`src/aux_regs_pkg.sv`:
```
// constants, field layouts and types shared by the pin data and auxiliary converter registers
package aux_regs_pkg;

  // widths
  localparam int NUM_PINS  = 8;
  localparam int REG_W     = 8;
  localparam int BUS_W     = 32;
  localparam int IDX_W     = 8;
  localparam int IDX_LSB   = 2;
  localparam int RATE_CNT_W = 23;

  // register indices; the byte address is four times the index
  localparam logic [IDX_W-1:0] IDX_PIN_DIR   = 8'h13;
  localparam logic [IDX_W-1:0] IDX_PIN_DATA  = 8'h14;
  localparam logic [IDX_W-1:0] IDX_AUX_CFG   = 8'h15;
  localparam logic [IDX_W-1:0] IDX_AUX_MUX   = 8'h16;
  localparam logic [IDX_W-1:0] IDX_AUX_STAT  = 8'h20;

  // reset values
  localparam logic [REG_W-1:0] RST_PIN_DIR   = 8'h00;
  localparam logic [REG_W-1:0] RST_PIN_DATA  = 8'h00;
  localparam logic [REG_W-1:0] RST_AUX_CFG   = 8'h00;
  localparam logic [REG_W-1:0] RST_AUX_MUX   = 8'h01;

  // direction bit meaning
  localparam logic DIR_OUTPUT = 1'b0;
  localparam logic DIR_INPUT  = 1'b1;

  // auxiliary conversion rates
  typedef enum logic [1:0] {
    RATE_10SPS  = 2'h0,
    RATE_100SPS = 2'h1,
    RATE_400SPS = 2'h2,
    RATE_800SPS = 2'h3
  } aux_rate_e;

  // auxiliary reference pairs; codes above supply rails are reserved
  localparam logic [2:0] REF_INTERNAL = 3'h0;
  localparam logic [2:0] REF_AIN01    = 3'h1;
  localparam logic [2:0] REF_AIN23    = 3'h2;
  localparam logic [2:0] REF_AIN45    = 3'h3;
  localparam logic [2:0] REF_SUPPLY   = 3'h4;

  // input select codes
  localparam logic [3:0] MUX_LAST_AIN = 4'h9;
  localparam logic [3:0] MUX_COMMON   = 4'hA;

  // status register bit positions
  localparam int STAT_REF_RSVD   = 0;
  localparam int STAT_POS_COMMON = 1;
  localparam int STAT_NEG_COMMON = 2;
  localparam int STAT_POS_AIN    = 3;
  localparam int STAT_NEG_AIN    = 4;

  typedef struct packed {
    aux_rate_e  rate;
    logic [2:0] ref_sel;
    logic [2:0] gain;
  } aux_cfg_s;

  typedef struct packed {
    logic [3:0] pos;
    logic [3:0] neg;
  } aux_mux_s;

  // ahb-lite encodings
  localparam logic [1:0] HTRANS_NONSEQ = 2'h2;
  localparam logic       HRESP_OKAY    = 1'b0;

  // timing
  localparam int unsigned CLK_HZ       = 50_000_000;
  localparam int unsigned CLK_PERIOD_NS = 20;
  localparam int unsigned SPS_10  = 10;
  localparam int unsigned SPS_100 = 100;
  localparam int unsigned SPS_400 = 400;
  localparam int unsigned SPS_800 = 800;
  localparam int unsigned DIV_10  = CLK_HZ / SPS_10;
  localparam int unsigned DIV_100 = CLK_HZ / SPS_100;
  localparam int unsigned DIV_400 = CLK_HZ / SPS_400;
  localparam int unsigned DIV_800 = CLK_HZ / SPS_800;

endpackage

```
`src/aux_pin_regs.sv`:
```
// pin data/direction and auxiliary converter configuration registers on ahb-lite
//
// Decided for this implementation: the AHB-Lite register port.
`timescale 1ns/1ps
module aux_pin_regs
  import aux_regs_pkg::*;
#(
  parameter int unsigned CNT_10  = DIV_10,
  parameter int unsigned CNT_100 = DIV_100,
  parameter int unsigned CNT_400 = DIV_400,
  parameter int unsigned CNT_800 = DIV_800
) (
  // clock and reset
  input  wire logic                 CLK,
  input  wire logic                 RESETN,
  // ahb-lite slave
  input  wire logic                 HSEL,
  input  wire logic [BUS_W-1:0]     HADDR,
  input  wire logic [1:0]           HTRANS,
  input  wire logic                 HWRITE,
  input  wire logic [2:0]           HSIZE,
  input  wire logic [BUS_W-1:0]     HWDATA,
  input  wire logic                 HREADY,
  output logic                      HREADYOUT,
  output logic [BUS_W-1:0]          HRDATA,
  output logic                      HRESP,
  // general-purpose pins
  input  wire logic [NUM_PINS-1:0]  PIN_IN,
  output logic [NUM_PINS-1:0]       PIN_OUT,
  output logic [NUM_PINS-1:0]       PIN_OE,
  // auxiliary converter controls
  output aux_regs_pkg::aux_cfg_s    AUX_CFG,
  output aux_regs_pkg::aux_mux_s    AUX_INPUT_SEL,
  output logic [REG_W-1:0]          AUX_GAIN_FACTOR,
  output logic                      AUX_REF_RESERVED,
  output logic                      AUX_SAMPLE_TICK
);

  import aux_regs_pkg::*;

  // data-phase tracker
  typedef enum logic [2:0] {
    PH_IDLE  = 3'b001,
    PH_WRITE = 3'b010,
    PH_READ  = 3'b100
  } phase_e;

  phase_e                phase_ff;
  phase_e                nxt_phase;
  logic [IDX_W-1:0]      idx_ff;
  logic [IDX_W-1:0]      nxt_idx;
  logic                  addr_ok_ff;
  logic                  nxt_addr_ok;
  logic                  take;
  logic [IDX_W-1:0]      addr_idx;
  logic                  addr_ok;

  // register state
  logic [NUM_PINS-1:0]   pin_dir_ff;
  logic [NUM_PINS-1:0]   nxt_pin_dir;
  logic [NUM_PINS-1:0]   pin_level_bits_ff;
  logic [NUM_PINS-1:0]   nxt_pin_level_bits;
  aux_cfg_s              aux_cfg_ff;
  aux_cfg_s              nxt_aux_cfg;
  aux_mux_s              aux_mux_ff;
  aux_mux_s              nxt_aux_mux;

  // derived outputs
  logic [NUM_PINS-1:0]   pin_out_ff;
  logic [NUM_PINS-1:0]   pin_oe_ff;
  logic [NUM_PINS-1:0]   nxt_pin_out;
  logic [NUM_PINS-1:0]   nxt_pin_oe;
  logic [REG_W-1:0]      gain_factor_ff;
  logic [REG_W-1:0]      nxt_gain_factor;
  logic                  ref_rsvd_ff;
  logic                  nxt_ref_rsvd;
  logic [REG_W-1:0]      stat_value;

  // bus answer
  logic [BUS_W-1:0]      rdata_ff;
  logic [BUS_W-1:0]      nxt_rdata;
  logic                  readyout_ff;
  logic                  nxt_readyout;
  logic                  resp_ff;
  logic                  nxt_resp;

  // pin sampling
  logic [NUM_PINS-1:0]   pin_sync;
  logic [NUM_PINS-1:0]   pin_read_bits;

  // ---------------------------------------------------------------
  // address phase decode
  // ---------------------------------------------------------------
  // size is not decoded; every access acts as a whole word
  assign take     = HSEL && (HTRANS == HTRANS_NONSEQ) && HREADY;
  assign addr_idx = HADDR[IDX_LSB +: IDX_W];

  always_comb begin
    addr_ok = 1'b0;
    // anything outside the aligned low window is unmapped
    if ((HADDR[IDX_LSB-1:0] == '0) && (HADDR[BUS_W-1:IDX_LSB+IDX_W] == '0)) begin
      unique case (addr_idx)
        IDX_PIN_DIR, IDX_PIN_DATA, IDX_AUX_CFG, IDX_AUX_MUX, IDX_AUX_STAT: begin
          addr_ok = 1'b1;
        end
        default: begin
          addr_ok = 1'b0;
        end
      endcase
    end
  end

  // the slave never stalls, so a data phase lasts exactly one cycle
  always_comb begin
    nxt_phase   = PH_IDLE;
    nxt_idx     = idx_ff;
    nxt_addr_ok = addr_ok_ff;
    if (take) begin
      nxt_phase   = HWRITE ? PH_WRITE : PH_READ;
      nxt_idx     = addr_idx;
      nxt_addr_ok = addr_ok;
    end
  end

  always_ff @(posedge CLK) begin
    if (!RESETN) begin
      phase_ff   <= PH_IDLE;
      idx_ff     <= '0;
      addr_ok_ff <= 1'b0;
    end else begin
      phase_ff   <= nxt_phase;
      idx_ff     <= nxt_idx;
      addr_ok_ff <= nxt_addr_ok;
    end
  end

  // ---------------------------------------------------------------
  // register writes, applied in the data phase
  // ---------------------------------------------------------------
  always_comb begin
    nxt_pin_dir        = pin_dir_ff;
    nxt_pin_level_bits = pin_level_bits_ff;
    nxt_aux_cfg        = aux_cfg_ff;
    nxt_aux_mux        = aux_mux_ff;
    if ((phase_ff == PH_WRITE) && addr_ok_ff) begin
      unique case (idx_ff)
        IDX_PIN_DIR: begin
          nxt_pin_dir = HWDATA[NUM_PINS-1:0];
        end
        IDX_PIN_DATA: begin
          // stored for every bit; input bits still reach PIN_OUT, but their PIN_OE bit is off
          nxt_pin_level_bits = HWDATA[NUM_PINS-1:0];
        end
        IDX_AUX_CFG: begin
          nxt_aux_cfg = aux_cfg_s'(HWDATA[REG_W-1:0]);
        end
        IDX_AUX_MUX: begin
          nxt_aux_mux = aux_mux_s'(HWDATA[REG_W-1:0]);
        end
        default: begin
          // status is read-only; write has no effect
        end
      endcase
    end
  end

  always_ff @(posedge CLK) begin
    if (!RESETN) begin
      pin_dir_ff        <= RST_PIN_DIR;
      pin_level_bits_ff <= RST_PIN_DATA;
      aux_cfg_ff        <= aux_cfg_s'(RST_AUX_CFG);
      aux_mux_ff        <= aux_mux_s'(RST_AUX_MUX);
    end else begin
      pin_dir_ff        <= nxt_pin_dir;
      pin_level_bits_ff <= nxt_pin_level_bits;
      aux_cfg_ff        <= nxt_aux_cfg;
      aux_mux_ff        <= nxt_aux_mux;
    end
  end

  // ---------------------------------------------------------------
  // pins
  // ---------------------------------------------------------------
  // input pin reads lag the pin by the two synchroniser edges
  pin_level_sync #(
    .WIDTH    (NUM_PINS)
  ) u_pin_sync (
    .clk      (CLK),
    .resetn   (RESETN),
    .async_in (PIN_IN),
    .sync_out (pin_sync)
  );

  genvar n;
  generate
    for (n = 0; n < NUM_PINS; n++) begin : g_pin
      // output pins report the stored bit, input pins the sampled level
      assign pin_read_bits[n] = (nxt_pin_dir[n] == DIR_INPUT) ? pin_sync[n]
                                                              : nxt_pin_level_bits[n];
    end
  endgenerate

  // built from next values so pin and register change on the same edge
  always_comb begin
    nxt_pin_out = nxt_pin_level_bits;
    nxt_pin_oe  = ~nxt_pin_dir;
  end

  // drivers stay off in reset; they turn on one edge after release
  always_ff @(posedge CLK) begin
    if (!RESETN) begin
      pin_out_ff <= '0;
      pin_oe_ff  <= '0;
    end else begin
      pin_out_ff <= nxt_pin_out;
      pin_oe_ff  <= nxt_pin_oe;
    end
  end

  // ---------------------------------------------------------------
  // auxiliary converter decode
  // ---------------------------------------------------------------
  always_comb begin
    nxt_gain_factor = REG_W'(1) << nxt_aux_cfg.gain;
    // reserved codes are flagged; downstream behaviour is left open
    nxt_ref_rsvd    = (nxt_aux_cfg.ref_sel > REF_SUPPLY);
  end

  always_ff @(posedge CLK) begin
    if (!RESETN) begin
      gain_factor_ff <= REG_W'(1);
      ref_rsvd_ff    <= 1'b0;
    end else begin
      gain_factor_ff <= nxt_gain_factor;
      ref_rsvd_ff    <= nxt_ref_rsvd;
    end
  end

  // rate follows the stored register, one edge after the write lands
  aux_rate_timer #(
    .CNT_10  (CNT_10),
    .CNT_100 (CNT_100),
    .CNT_400 (CNT_400),
    .CNT_800 (CNT_800)
  ) u_rate (
    .clk     (CLK),
    .resetn  (RESETN),
    .rate    (aux_cfg_ff.rate),
    .tick    (AUX_SAMPLE_TICK)
  );

  // ---------------------------------------------------------------
  // read path
  // ---------------------------------------------------------------
  // read-only summary of the reference flag and the input-select classes
  always_comb begin
    stat_value                  = '0;
    stat_value[STAT_REF_RSVD]   = nxt_ref_rsvd;
    stat_value[STAT_POS_COMMON] = (nxt_aux_mux.pos == MUX_COMMON);
    stat_value[STAT_NEG_COMMON] = (nxt_aux_mux.neg == MUX_COMMON);
    stat_value[STAT_POS_AIN]    = (nxt_aux_mux.pos <= MUX_LAST_AIN);
    stat_value[STAT_NEG_AIN]    = (nxt_aux_mux.neg <= MUX_LAST_AIN);
  end

  // read data comes from next values, so a read right after a write sees it
  always_comb begin
    nxt_rdata = '0;
    if (take && !HWRITE && addr_ok) begin
      unique case (addr_idx)
        IDX_PIN_DIR: begin
          nxt_rdata[NUM_PINS-1:0] = nxt_pin_dir;
        end
        IDX_PIN_DATA: begin
          nxt_rdata[NUM_PINS-1:0] = pin_read_bits;
        end
        IDX_AUX_CFG: begin
          nxt_rdata[REG_W-1:0] = nxt_aux_cfg;
        end
        IDX_AUX_MUX: begin
          nxt_rdata[REG_W-1:0] = nxt_aux_mux;
        end
        IDX_AUX_STAT: begin
          nxt_rdata[REG_W-1:0] = stat_value;
        end
        default: begin
          nxt_rdata = '0;
        end
      endcase
    end
  end

  // zero wait states and no error answers: every data phase ends in one cycle
  always_comb begin
    nxt_readyout = 1'b1;
    nxt_resp     = HRESP_OKAY;
  end

  // ready stays low in reset so no transfer is taken before the registers settle
  always_ff @(posedge CLK) begin
    if (!RESETN) begin
      rdata_ff    <= '0;
      readyout_ff <= 1'b0;
      resp_ff     <= HRESP_OKAY;
    end else begin
      rdata_ff    <= nxt_rdata;
      readyout_ff <= nxt_readyout;
      resp_ff     <= nxt_resp;
    end
  end

  // ---------------------------------------------------------------
  // outputs
  // ---------------------------------------------------------------
  assign HREADYOUT        = readyout_ff;
  assign HRDATA           = rdata_ff;
  assign HRESP            = resp_ff;
  assign PIN_OUT          = pin_out_ff;
  assign PIN_OE           = pin_oe_ff;
  assign AUX_CFG          = aux_cfg_ff;
  assign AUX_INPUT_SEL    = aux_mux_ff;
  assign AUX_GAIN_FACTOR  = gain_factor_ff;
  assign AUX_REF_RESERVED = ref_rsvd_ff;

endmodule

```
`src/aux_rate_timer.sv`:
```
// sample-rate enable divider for the auxiliary converter
`timescale 1ns/1ps
module aux_rate_timer
  import aux_regs_pkg::*;
#(
  parameter int unsigned CNT_10  = DIV_10,
  parameter int unsigned CNT_100 = DIV_100,
  parameter int unsigned CNT_400 = DIV_400,
  parameter int unsigned CNT_800 = DIV_800
) (
  // clock and reset
  input  wire logic      clk,
  input  wire logic      resetn,
  // selected rate and one-cycle tick per sample period
  input  aux_rate_e      rate,
  output logic           tick
);

  logic [RATE_CNT_W-1:0] cnt_ff;
  logic [RATE_CNT_W-1:0] nxt_cnt;
  logic [RATE_CNT_W-1:0] last_cnt;
  aux_rate_e             rate_ff;
  logic                  tick_ff;
  logic                  nxt_tick;

  always_comb begin
    unique case (rate)
      RATE_10SPS:  last_cnt = RATE_CNT_W'(CNT_10 - 1);
      RATE_100SPS: last_cnt = RATE_CNT_W'(CNT_100 - 1);
      RATE_400SPS: last_cnt = RATE_CNT_W'(CNT_400 - 1);
      RATE_800SPS: last_cnt = RATE_CNT_W'(CNT_800 - 1);
    endcase
    nxt_tick = 1'b0;
    // a rate change restarts the period so no short period leaks out
    if (rate != rate_ff) begin
      nxt_cnt = '0;
    end else if (cnt_ff >= last_cnt) begin
      nxt_cnt  = '0;
      nxt_tick = 1'b1;
    end else begin
      nxt_cnt = cnt_ff + 1'b1;
    end
  end

  always_ff @(posedge clk) begin
    if (!resetn) begin
      cnt_ff  <= '0;
      rate_ff <= RATE_10SPS;
      tick_ff <= 1'b0;
    end else begin
      cnt_ff  <= nxt_cnt;
      rate_ff <= rate;
      tick_ff <= nxt_tick;
    end
  end

  assign tick = tick_ff;

endmodule

```
`src/pin_level_sync.sv`:
```
// two-stage synchroniser for the general-purpose pin levels
`timescale 1ns/1ps
module pin_level_sync #(
  parameter int WIDTH = 8
) (
  // clock and reset
  input  wire logic             clk,
  input  wire logic             resetn,
  // asynchronous levels in, synchronised levels out
  input  wire logic [WIDTH-1:0] async_in,
  output logic      [WIDTH-1:0] sync_out
);

  genvar i;
  generate
    for (i = 0; i < WIDTH; i++) begin : g_bit
      logic meta_ff;
      logic stable_ff;
      // first stage feeds only the second stage
      always_ff @(posedge clk) begin
        if (!resetn) begin
          meta_ff   <= 1'b0;
          stable_ff <= 1'b0;
        end else begin
          meta_ff   <= async_in[i];
          stable_ff <= meta_ff;
        end
      end
      assign sync_out[i] = stable_ff;
    end
  endgenerate

endmodule

```
`config.mk`:
```
export PLATFORM = sky130hd
export DESIGN_NAME = aux_pin_regs
export DESIGN_NICKNAME = d
export VERILOG_FILES = /design/src/aux_regs_pkg.sv /design/src/aux_pin_regs.sv /design/src/aux_rate_timer.sv /design/src/pin_level_sync.sv
export SDC_FILE = /design/constraint.sdc
export NUM_CORES = 1
export LEC_CHECK = 0
export BUFFER_PORTS_ARGS = -buffer_cell sky130_fd_sc_hd__buf_2
export CORE_ASPECT_RATIO = 1.75
export CORE_MARGIN = 3
export CORE_UTILIZATION = 52
export CTS_CLUSTER_SIZE = 8
export DETAILED_ROUTE_END_ITERATION = 10
export PLACE_DENSITY = 0.83
export SLEW_MARGIN = 20
export SYNTH_ARGS = -nofsm -noshare
export SYNTH_HDL_FRONTEND = slang
export SYNTH_SLANG_ARGS = --single-unit
```
`constraint.sdc`:
```
create_clock -name CLK -period 3.45 [get_ports CLK]
set_input_delay 0.69 -clock CLK [delete_from_list [all_inputs] [get_ports CLK]]
set_output_delay 0.69 -clock CLK [all_outputs]
set_load 0.02 [all_outputs]
```
==> impl_results.md, run 1 <==
- Area leader, netlist: dfxtp_1
- Fin area: 6230 um2
- Total gr overflow: 0
- TritonCTS clock tree: built
- WL per Instance: 16.4 um
- Ys flop type: dfxtp_1
- Die H: 141 um
- Worst vdd ir: 0.000298 V
- Die width: 83.3 um
- Reg2Reg Depth: 10
- Largest net degree at the start of global routing: 32
- Tot GR Track Use: 0.240
- Clock transition at the registers of the reported paths: 0.07 ns
- Count of input and output buffers: 105
- GPL Wtd Cong: 0.903
- Critical Path End Type: flip-flop
- Sequential area share after synthesis: 0.413
- Slowest-stage cell, CP: dfxtp_1
- Final routed DRC violation total: 0
- CP max stage delay: 0.52 ns
- CP Class: flip-flop to flip-flop
- EDFF count, synth: 0
- Crit-path leading delay family: compound AO/OA/AOI/OAI gates
- Synth area leaders: dfxtp_1, mux2i_1, nor2_1
- Most frequent CP cell: ha_1
- Share of power burned in the clock network: 0.411
- Sw frac: 0.242
- IO Count: approximately 160
- TritonCTS Buffers: 9
- Fin crit share: 0.867
- Sequential share of power: 0.532
- TNS Setup: 0 ns
- Post-synth ARST share: 0
- First drt pass iteration count: 5
- Initial Utilization: 0.542
- Crit path depth: 10
- Mapped Cells: just over 600
- Share of the synthesized area in the top cell type: 0.413
- Pwr/cell area: 398 nW/um2
- Rows: 48
- Netlist area before placement: about 5400 um2
- Final Power: 2.48 mW
- FMAX: 334 MHz
- Worst r2r src: AUX_CFG[6]$_SDFF_PN0_
- Hold Buf Count CTS: 0
- Worst hold start: u_pin_sync.g_bit[6].meta_ff$_SDFF_PN0_
- Initial antenna violation count: 0
- Worst path bufs/invs: 2
- RR Endpoint: u_rate.cnt_ff[4]$_SDFF_PP0_
- Switching Power: 0.602 mW
- Area Growth Syn to Fin: 14.7%
- CP Cell Sequence: inv_1 > ha_1 > ha_1 > nor4bb_1 > o21ai_0 > o311ai_1 > a211oi_1 > a21oi_1 > buf_4 > nor4b_1
- Initial DRC count: about 270
- Arrival time worst endpoint: 3.21 ns
- Maximum clock insertion buffer count: 2
- Setup violators final: 0
- Logic pwr share: 0.057
- Cts repair resizes: 0
- Fin. Hold Viols: 0
- Max-slew headroom: 0.283
- Number of global-route vias before repair: 4948
- CP max FO: 15
- Clk_lat worst skew: between 0.3 and 0.4 ns
- # H-tree levels: 3
- First-pass GRT wire length: ~23000 um
- Worst EP required: 3.67 ns
- Root Buffer: clkbuf_16
- Min cycle time layout: 2.99 ns
- Share of layout cells above drive strength 1: 0.204
- CP Launch Type: flip-flop
- Max-cap violations: 0
- RSZ-0062 raised after global routing: false
- Dpl hpwl: around 10000 um
- Post-Route WL: 13800 um
- YS warnings: 0
- Worst Hold End: u_pin_sync.g_bit[6].stable_ff$_SDFF_PN0_
- Dpl cell area: slightly below 6000 um2
- Core Util, Final: 0.621
- Final Skew: between 0.009 and 0.01 ns
- Reg-to-reg setup timing slack: 0.46 ns
- Final ANT Viol Nets: 0
- Post-CTS setup buffer count: 0
- Yosys reg bits: roughly 110
- Vias per inst: 5.81
- Die Area: 11800 um2
- Post-Syn Area per Cell: 8.77 um2
- Max reg flops: 23
- HP Class: flip-flop to flip-flop
- Status: completed
- Slew Viols, Final: 0
- Nets: 811
- Antenna diode count: 0
- Library cells used by synthesis: 55
- Most flops, register: u_rate.cnt_ff
- Cell internal pwr: 1.88 mW
- Core Footprint: 10000 um2
- Clock Sinks: 112
- WHS Path Cells: 1
- Slew @ Worst Pin: 1.07 ns
- Routed via count: 4890
- P_leak: roughly 2.7 nW
-- per-stage QoR --
step | setup slack, ns | std cells | hold WS (ns)
final | 0.460 | 841 | 0.435
after global routing | 0.242 | 841 | 0.455
after floorplan | 0.800 | 643 | 0.412
after detailed placement | 0.608 | 825 | 0.419
after CTS | 0.486 | 841 | 0.436
after global placement | 0.638 | 825 | 0.415
-- how the worst max path moves through the flow --
stage,startpoint,end
floorplan,AUX_CFG[7]$_SDFF_PN0_,u_rate.cnt_ff[14]$_SDFF_PP0_
global placement,AUX_CFG[7]$_SDFF_PN0_,u_rate.cnt_ff[9]$_SDFF_PP0_
detailed placement,AUX_CFG[6]$_SDFF_PN0_,u_rate.cnt_ff[7]$_SDFF_PP0_
CTS,AUX_CFG[6]$_SDFF_PN0_,u_rate.cnt_ff[4]$_SDFF_PP0_
global route,AUX_CFG[6]$_SDFF_PN0_,u_rate.cnt_ff[4]$_SDFF_PP0_
finish,AUX_CFG[6]$_SDFF_PN0_,u_rate.cnt_ff[4]$_SDFF_PP0_
-- area by class of cell --
type	count	area, um2
clock buffers	10	239
clock inverters	6	52.6
fillers	848	3800
inverters	16	60.1
multi-input cells	459	2890
flip-flops and latches	112	2240
well taps	125	156
repair buffers	113	586
-- logic make-up (layout without fill, tap and decap cells) --
group / Yosys count / after routing / share of synthesized area
compound gates: 91 / 91 / 0.111
fa+ha+maj: 18 / 18 / 0.0415
simple gates: 264 / 264 / 0.257
xor+xnor: 28 / 28 / 0.0452
buf+inv: 72 / 145 / 0.0709
flops: 112 / 112 / 0.413
mux: 33 / 33 / 0.0613
other cells: 1 / 25 / 0.000690
-- metal layers --
metal  wire (um)  track usage  vias up  share of wire
met5           0            0        -              0
met4         656        0.140        0          0.047
met3         825       0.0415       53          0.060
met2        7400        0.447      212           0.54
met1        4940        0.250     2323           0.36
li1            -            -     2302              -
-- power groups by stage --
stage	combinational [mW]	clock (mW)	sequential [mW]
final	0.141	1.02	1.32
after global routing	0.154	1.08	1.32
after CTS	0.139	1.04	1.32
after detailed placement	0.138	0	1.35
after global placement	0.133	0	1.35
after floorplan	0.0957	0	1.36
-- placed cells by master (no fill, tap or decap), drive strengths merged, types with 5 or more instances in the layout --
master	count
buf	113
dfxtp	112
nor2	73
nand2	59
a21oi	32
mux2i	31
conb	25
and2	24
nor3	20
xnor2	19
ha	18
inv	17
o21ai	15
nand3	14
nand4	14
nor4b	13
o22ai	12
clkbuf	10
nor4	9
xor2	9
a31oi	7
nor4bb	6
or3	5
o221ai	5
nor3b	5
-- Yosys cell counts, types with 13 or more instances --
master	count
a21oi_1	24
and2_1	24
buf_4	27
clkbuf_1	23
dfxtp_1	112
ha_1	18
inv_1	15
mux2i_1	31
nand2_1	59
nand3_1	14
nand4_1	13
nor2_1	73
nor3_1	20
xnor2_1	19
Power figures use the tool's default switching activity.
==> run 2: changes to the inputs <==
--- a/config.mk
+++ b/config.mk
@@ -5,13 +5,14 @@
 export SDC_FILE = /design/constraint.sdc
 export NUM_CORES = 1
 export LEC_CHECK = 0
-export BUFFER_PORTS_ARGS = -buffer_cell sky130_fd_sc_hd__buf_2
+export BUFFER_PORTS_ARGS = -buffer_cell sky130_fd_sc_hd__clkbuf_2
 export CORE_ASPECT_RATIO = 1.75
 export CORE_MARGIN = 3
 export CORE_UTILIZATION = 52
 export CTS_CLUSTER_SIZE = 8
 export DETAILED_ROUTE_END_ITERATION = 10
-export PLACE_DENSITY = 0.83
+export PLACE_DENSITY = 0.76
+export SKIP_LAST_GASP = 1
 export SLEW_MARGIN = 20
 export SYNTH_ARGS = -nofsm -noshare
 export SYNTH_HDL_FRONTEND = slang
==> run 2 against run 1 <==
Compared with the run above:
- worst hold slack is essentially flat
- core utilization grew 0.27 points
- combinational power is essentially flat
- cell area grew 0.44%
==> impl_results.md, run 2 (synthesis gave the netlist of run 1 again) <==
- Nets: 813 (+0.25%)
- Area Growth Syn to Fin: 15.2%
- Routed via count: 4779 (-2.3%)
- Crit path depth: 11 (+1)
- Dpl hpwl: 10600 um (+1.6%)
- TNS Setup: 0 ns (unchanged)
- Fill cells: 843 (-0.59%)
- Initial Utilization: 0.542 (unchanged)
- FMAX: 337 MHz (+0.88%)
- First-pass GRT wire length: 22700 um (-1.8%)
- Dpl ws: 0.560 ns (-0.0476 ns)
- Setup crit start: AUX_CFG[6]$_SDFF_PN0_
- Maximum clock insertion buffer count: 2 (unchanged)
- TritonCTS Buffers: 9 (unchanged)
- CP max stage delay: 0.49 ns (-0.03 ns)
- Die width: 83.3 um (unchanged)
- Max reg flops: 23 (unchanged)
- Commonest non-fill, non-tap cell in the layout: dfxtp_1
- Setup violators final: 0 (unchanged)
- Number of global-route vias before repair: 4760 (-3.8%)
- Status: completed
- Max-slew headroom: 0.547 (+0.264)
- Worst path bufs/invs: 2 (unchanged)
- Total gr overflow: 0 (unchanged)
- HP Class: flip-flop to flip-flop
- Count of input and output buffers: 105 (unchanged)
- Most Used Layer, Global Route: met2
- GPL Wtd Cong: 0.910 (+0.81%)
- Slowest-stage cell, CP: dfxtp_1
- IO Count: 158 (unchanged)
- RR Endpoint: u_rate.cnt_ff[0]$_SDFF_PP0_
- CP Class: flip-flop to flip-flop
- Worst EP required: 3.69 ns (+0.02 ns)
- Antenna diode count: 0 (unchanged)
- Worst hold start: u_pin_sync.g_bit[3].meta_ff$_SDFF_PN0_
- Fin crit share: 0.859 (-0.00757)
- Hold Buf Count CTS: 0 (unchanged)
- Reg2Reg Depth: 11 (+1)
- Root Buffer: clkbuf_16
- # H-tree levels: 3 (unchanged)
- Min cycle time layout: 2.96 ns (-0.0261 ns)
- Dpl cells: 827 (+0.24%)
- Final Skew: 0.00494 ns (-0.00429 ns)
- Vias per inst: 5.68 (-2.4%)
- Final ANT Viol Nets: 0 (unchanged)
- Worst r2r src: AUX_CFG[6]$_SDFF_PN0_
- Fin area: 6260 um2 (+0.44%)
- Arrival time worst endpoint: 3.21 ns (about the same)
- WL per Instance: 16.5 um (+0.60%)
- Tot GR Track Use: 0.236 (-0.00475)
- Reg-to-reg setup timing slack: 0.49 ns (+0.03 ns)
- Initial antenna violation count: 0 (unchanged)
- Initial DRC count: 224 (-16%)
- CP Cell Sequence: inv_1 > ha_1 > nor2_1 > ha_1 > o21a_1 > a21oi_1 > o311ai_1 > a211oi_1 > a21oi_1 > buf_4 > nor4b_1
- Worst vdd ir: 0.000330 V (+11%)
- Area of the multi-input gates: 2890 um2 (unchanged)
- Switching Power: 0.551 mW (-8.3%)
- Slew @ Worst Pin: 0.674 ns (-0.399 ns)
- Pwr/cell area: 407 nW/um2 (+2.1%)
- Sequential share of power: 0.519 (-0.013)
- CP max FO: 16 (+1)
- Worst Hold End: u_pin_sync.g_bit[3].stable_ff$_SDFF_PN0_
- Commonest non-fill, non-tap cells in the layout: dfxtp_1, clkbuf_2, nor2_1
- Most flops, register: u_rate.cnt_ff
- P_leak: 2.70 nW (-0.43%)
- Final Worst Setup Slack: 0.486 ns (+0.0261 ns)
- WHS Path Cells: 1 (unchanged)
- Met3 capacity usage during global routing: 0.0409 (-0.000585)
- Post-Layout Cell Count: 842 (+0.12%)
- Share of layout cells above drive strength 1: 0.201 (-0.00307)
- Share of power burned in the clock network: 0.425 (+0.014)
- Die H: 141 um (unchanged)
- Cell internal pwr: 2.00 mW (+6.1%)
- First drt pass iteration count: 5 (unchanged)
- Die Area: 11800 um2 (unchanged)
- Clock transition at the registers of the reported paths: 0.07 ns (about the same)
- Core Util, Final: 0.624 (+0.00274)
- Global routing usage on met1: 0.243 (-0.00697)
- Post-Route WL: 13900 um (+0.72%)
- TritonCTS clock tree: built
- Rows: 48 (unchanged)
- Sequential cell area: 2240 um2 (unchanged)
- Critical Path End Type: flip-flop
- Post-CTS setup buffer count: 0 (unchanged)
- Slew Viols, Final: 0 (unchanged)
- Clock Sinks: 112 (unchanged)
- Final routed DRC violation total: 0 (unchanged)
- Cts repair resizes: 0 (unchanged)
- Logic pwr share: 0.056 (about the same)
- Core Footprint: 10000 um2 (unchanged)
- Final Power: 2.55 mW (+2.6%)
- Clk_lat worst skew: 0.35 ns (about the same)
- Largest net degree at the start of global routing: 43 (+34%)
- Max-cap violations: 0 (unchanged)
- Fin. Hold Viols: 0 (unchanged)
- CP Launch Type: flip-flop
- Crit-path leading delay family: compound AO/OA/AOI/OAI gates
- RSZ-0062 raised after global routing: false
- Sw frac: 0.217 (-0.0258)
- Dpl cell area: 5950 um2 (+0.25%)
- GRT met2 Usage: 0.451 (+0.00423)
- Hold WS: 0.435 ns (+0.000412 ns)
## run 2: cell count changes in the layout (fill, tap and decap cells not counted), sizes merged
cell and delta:
inv -2, clkinv -3, buf -103, clkbuf +107
bufinv +2
## run 2: power groups by stage
stage / registers, mW / logic [mW] / clock network, mW
after floorplan: 1.36 / 0.0957 / 0
after global placement: 1.35 / 0.137 / 0
after detailed placement: 1.35 / 0.141 / 0
after CTS: 1.32 / 0.141 / 1.10
after global routing: 1.32 / 0.156 / 1.15
final: 1.32 / 0.143 / 1.08
## run 2: worst max-delay path by stage
stage                                              end  slack (ns)
final                      u_rate.cnt_ff[0]$_SDFF_PP0_        0.49
after global routing       u_rate.cnt_ff[0]$_SDFF_PP0_        0.22
after floorplan           u_rate.cnt_ff[14]$_SDFF_PP0_        0.80
after detailed placement   u_rate.cnt_ff[0]$_SDFF_PP0_        0.56
after CTS                  u_rate.cnt_ff[0]$_SDFF_PP0_        0.47
after global placement    u_rate.cnt_ff[18]$_SDFF_PP0_        0.67
## run 2: layout make-up
type                       instances  area share
clock inverter                     3      0.0108
sequential                       112       0.358
tap                              125      0.0250
inverter                          16     0.00960
multi-input combinational        459       0.463
timing repair buffer             115      0.0960
clock buffer                      12      0.0378
## run 2: metal layers
metal  routed length, um  vias up
li1                    -     2307
met4                 476        0
met1                5090     2236
met3                 752       41
met2                7600      195
met5                   0        -
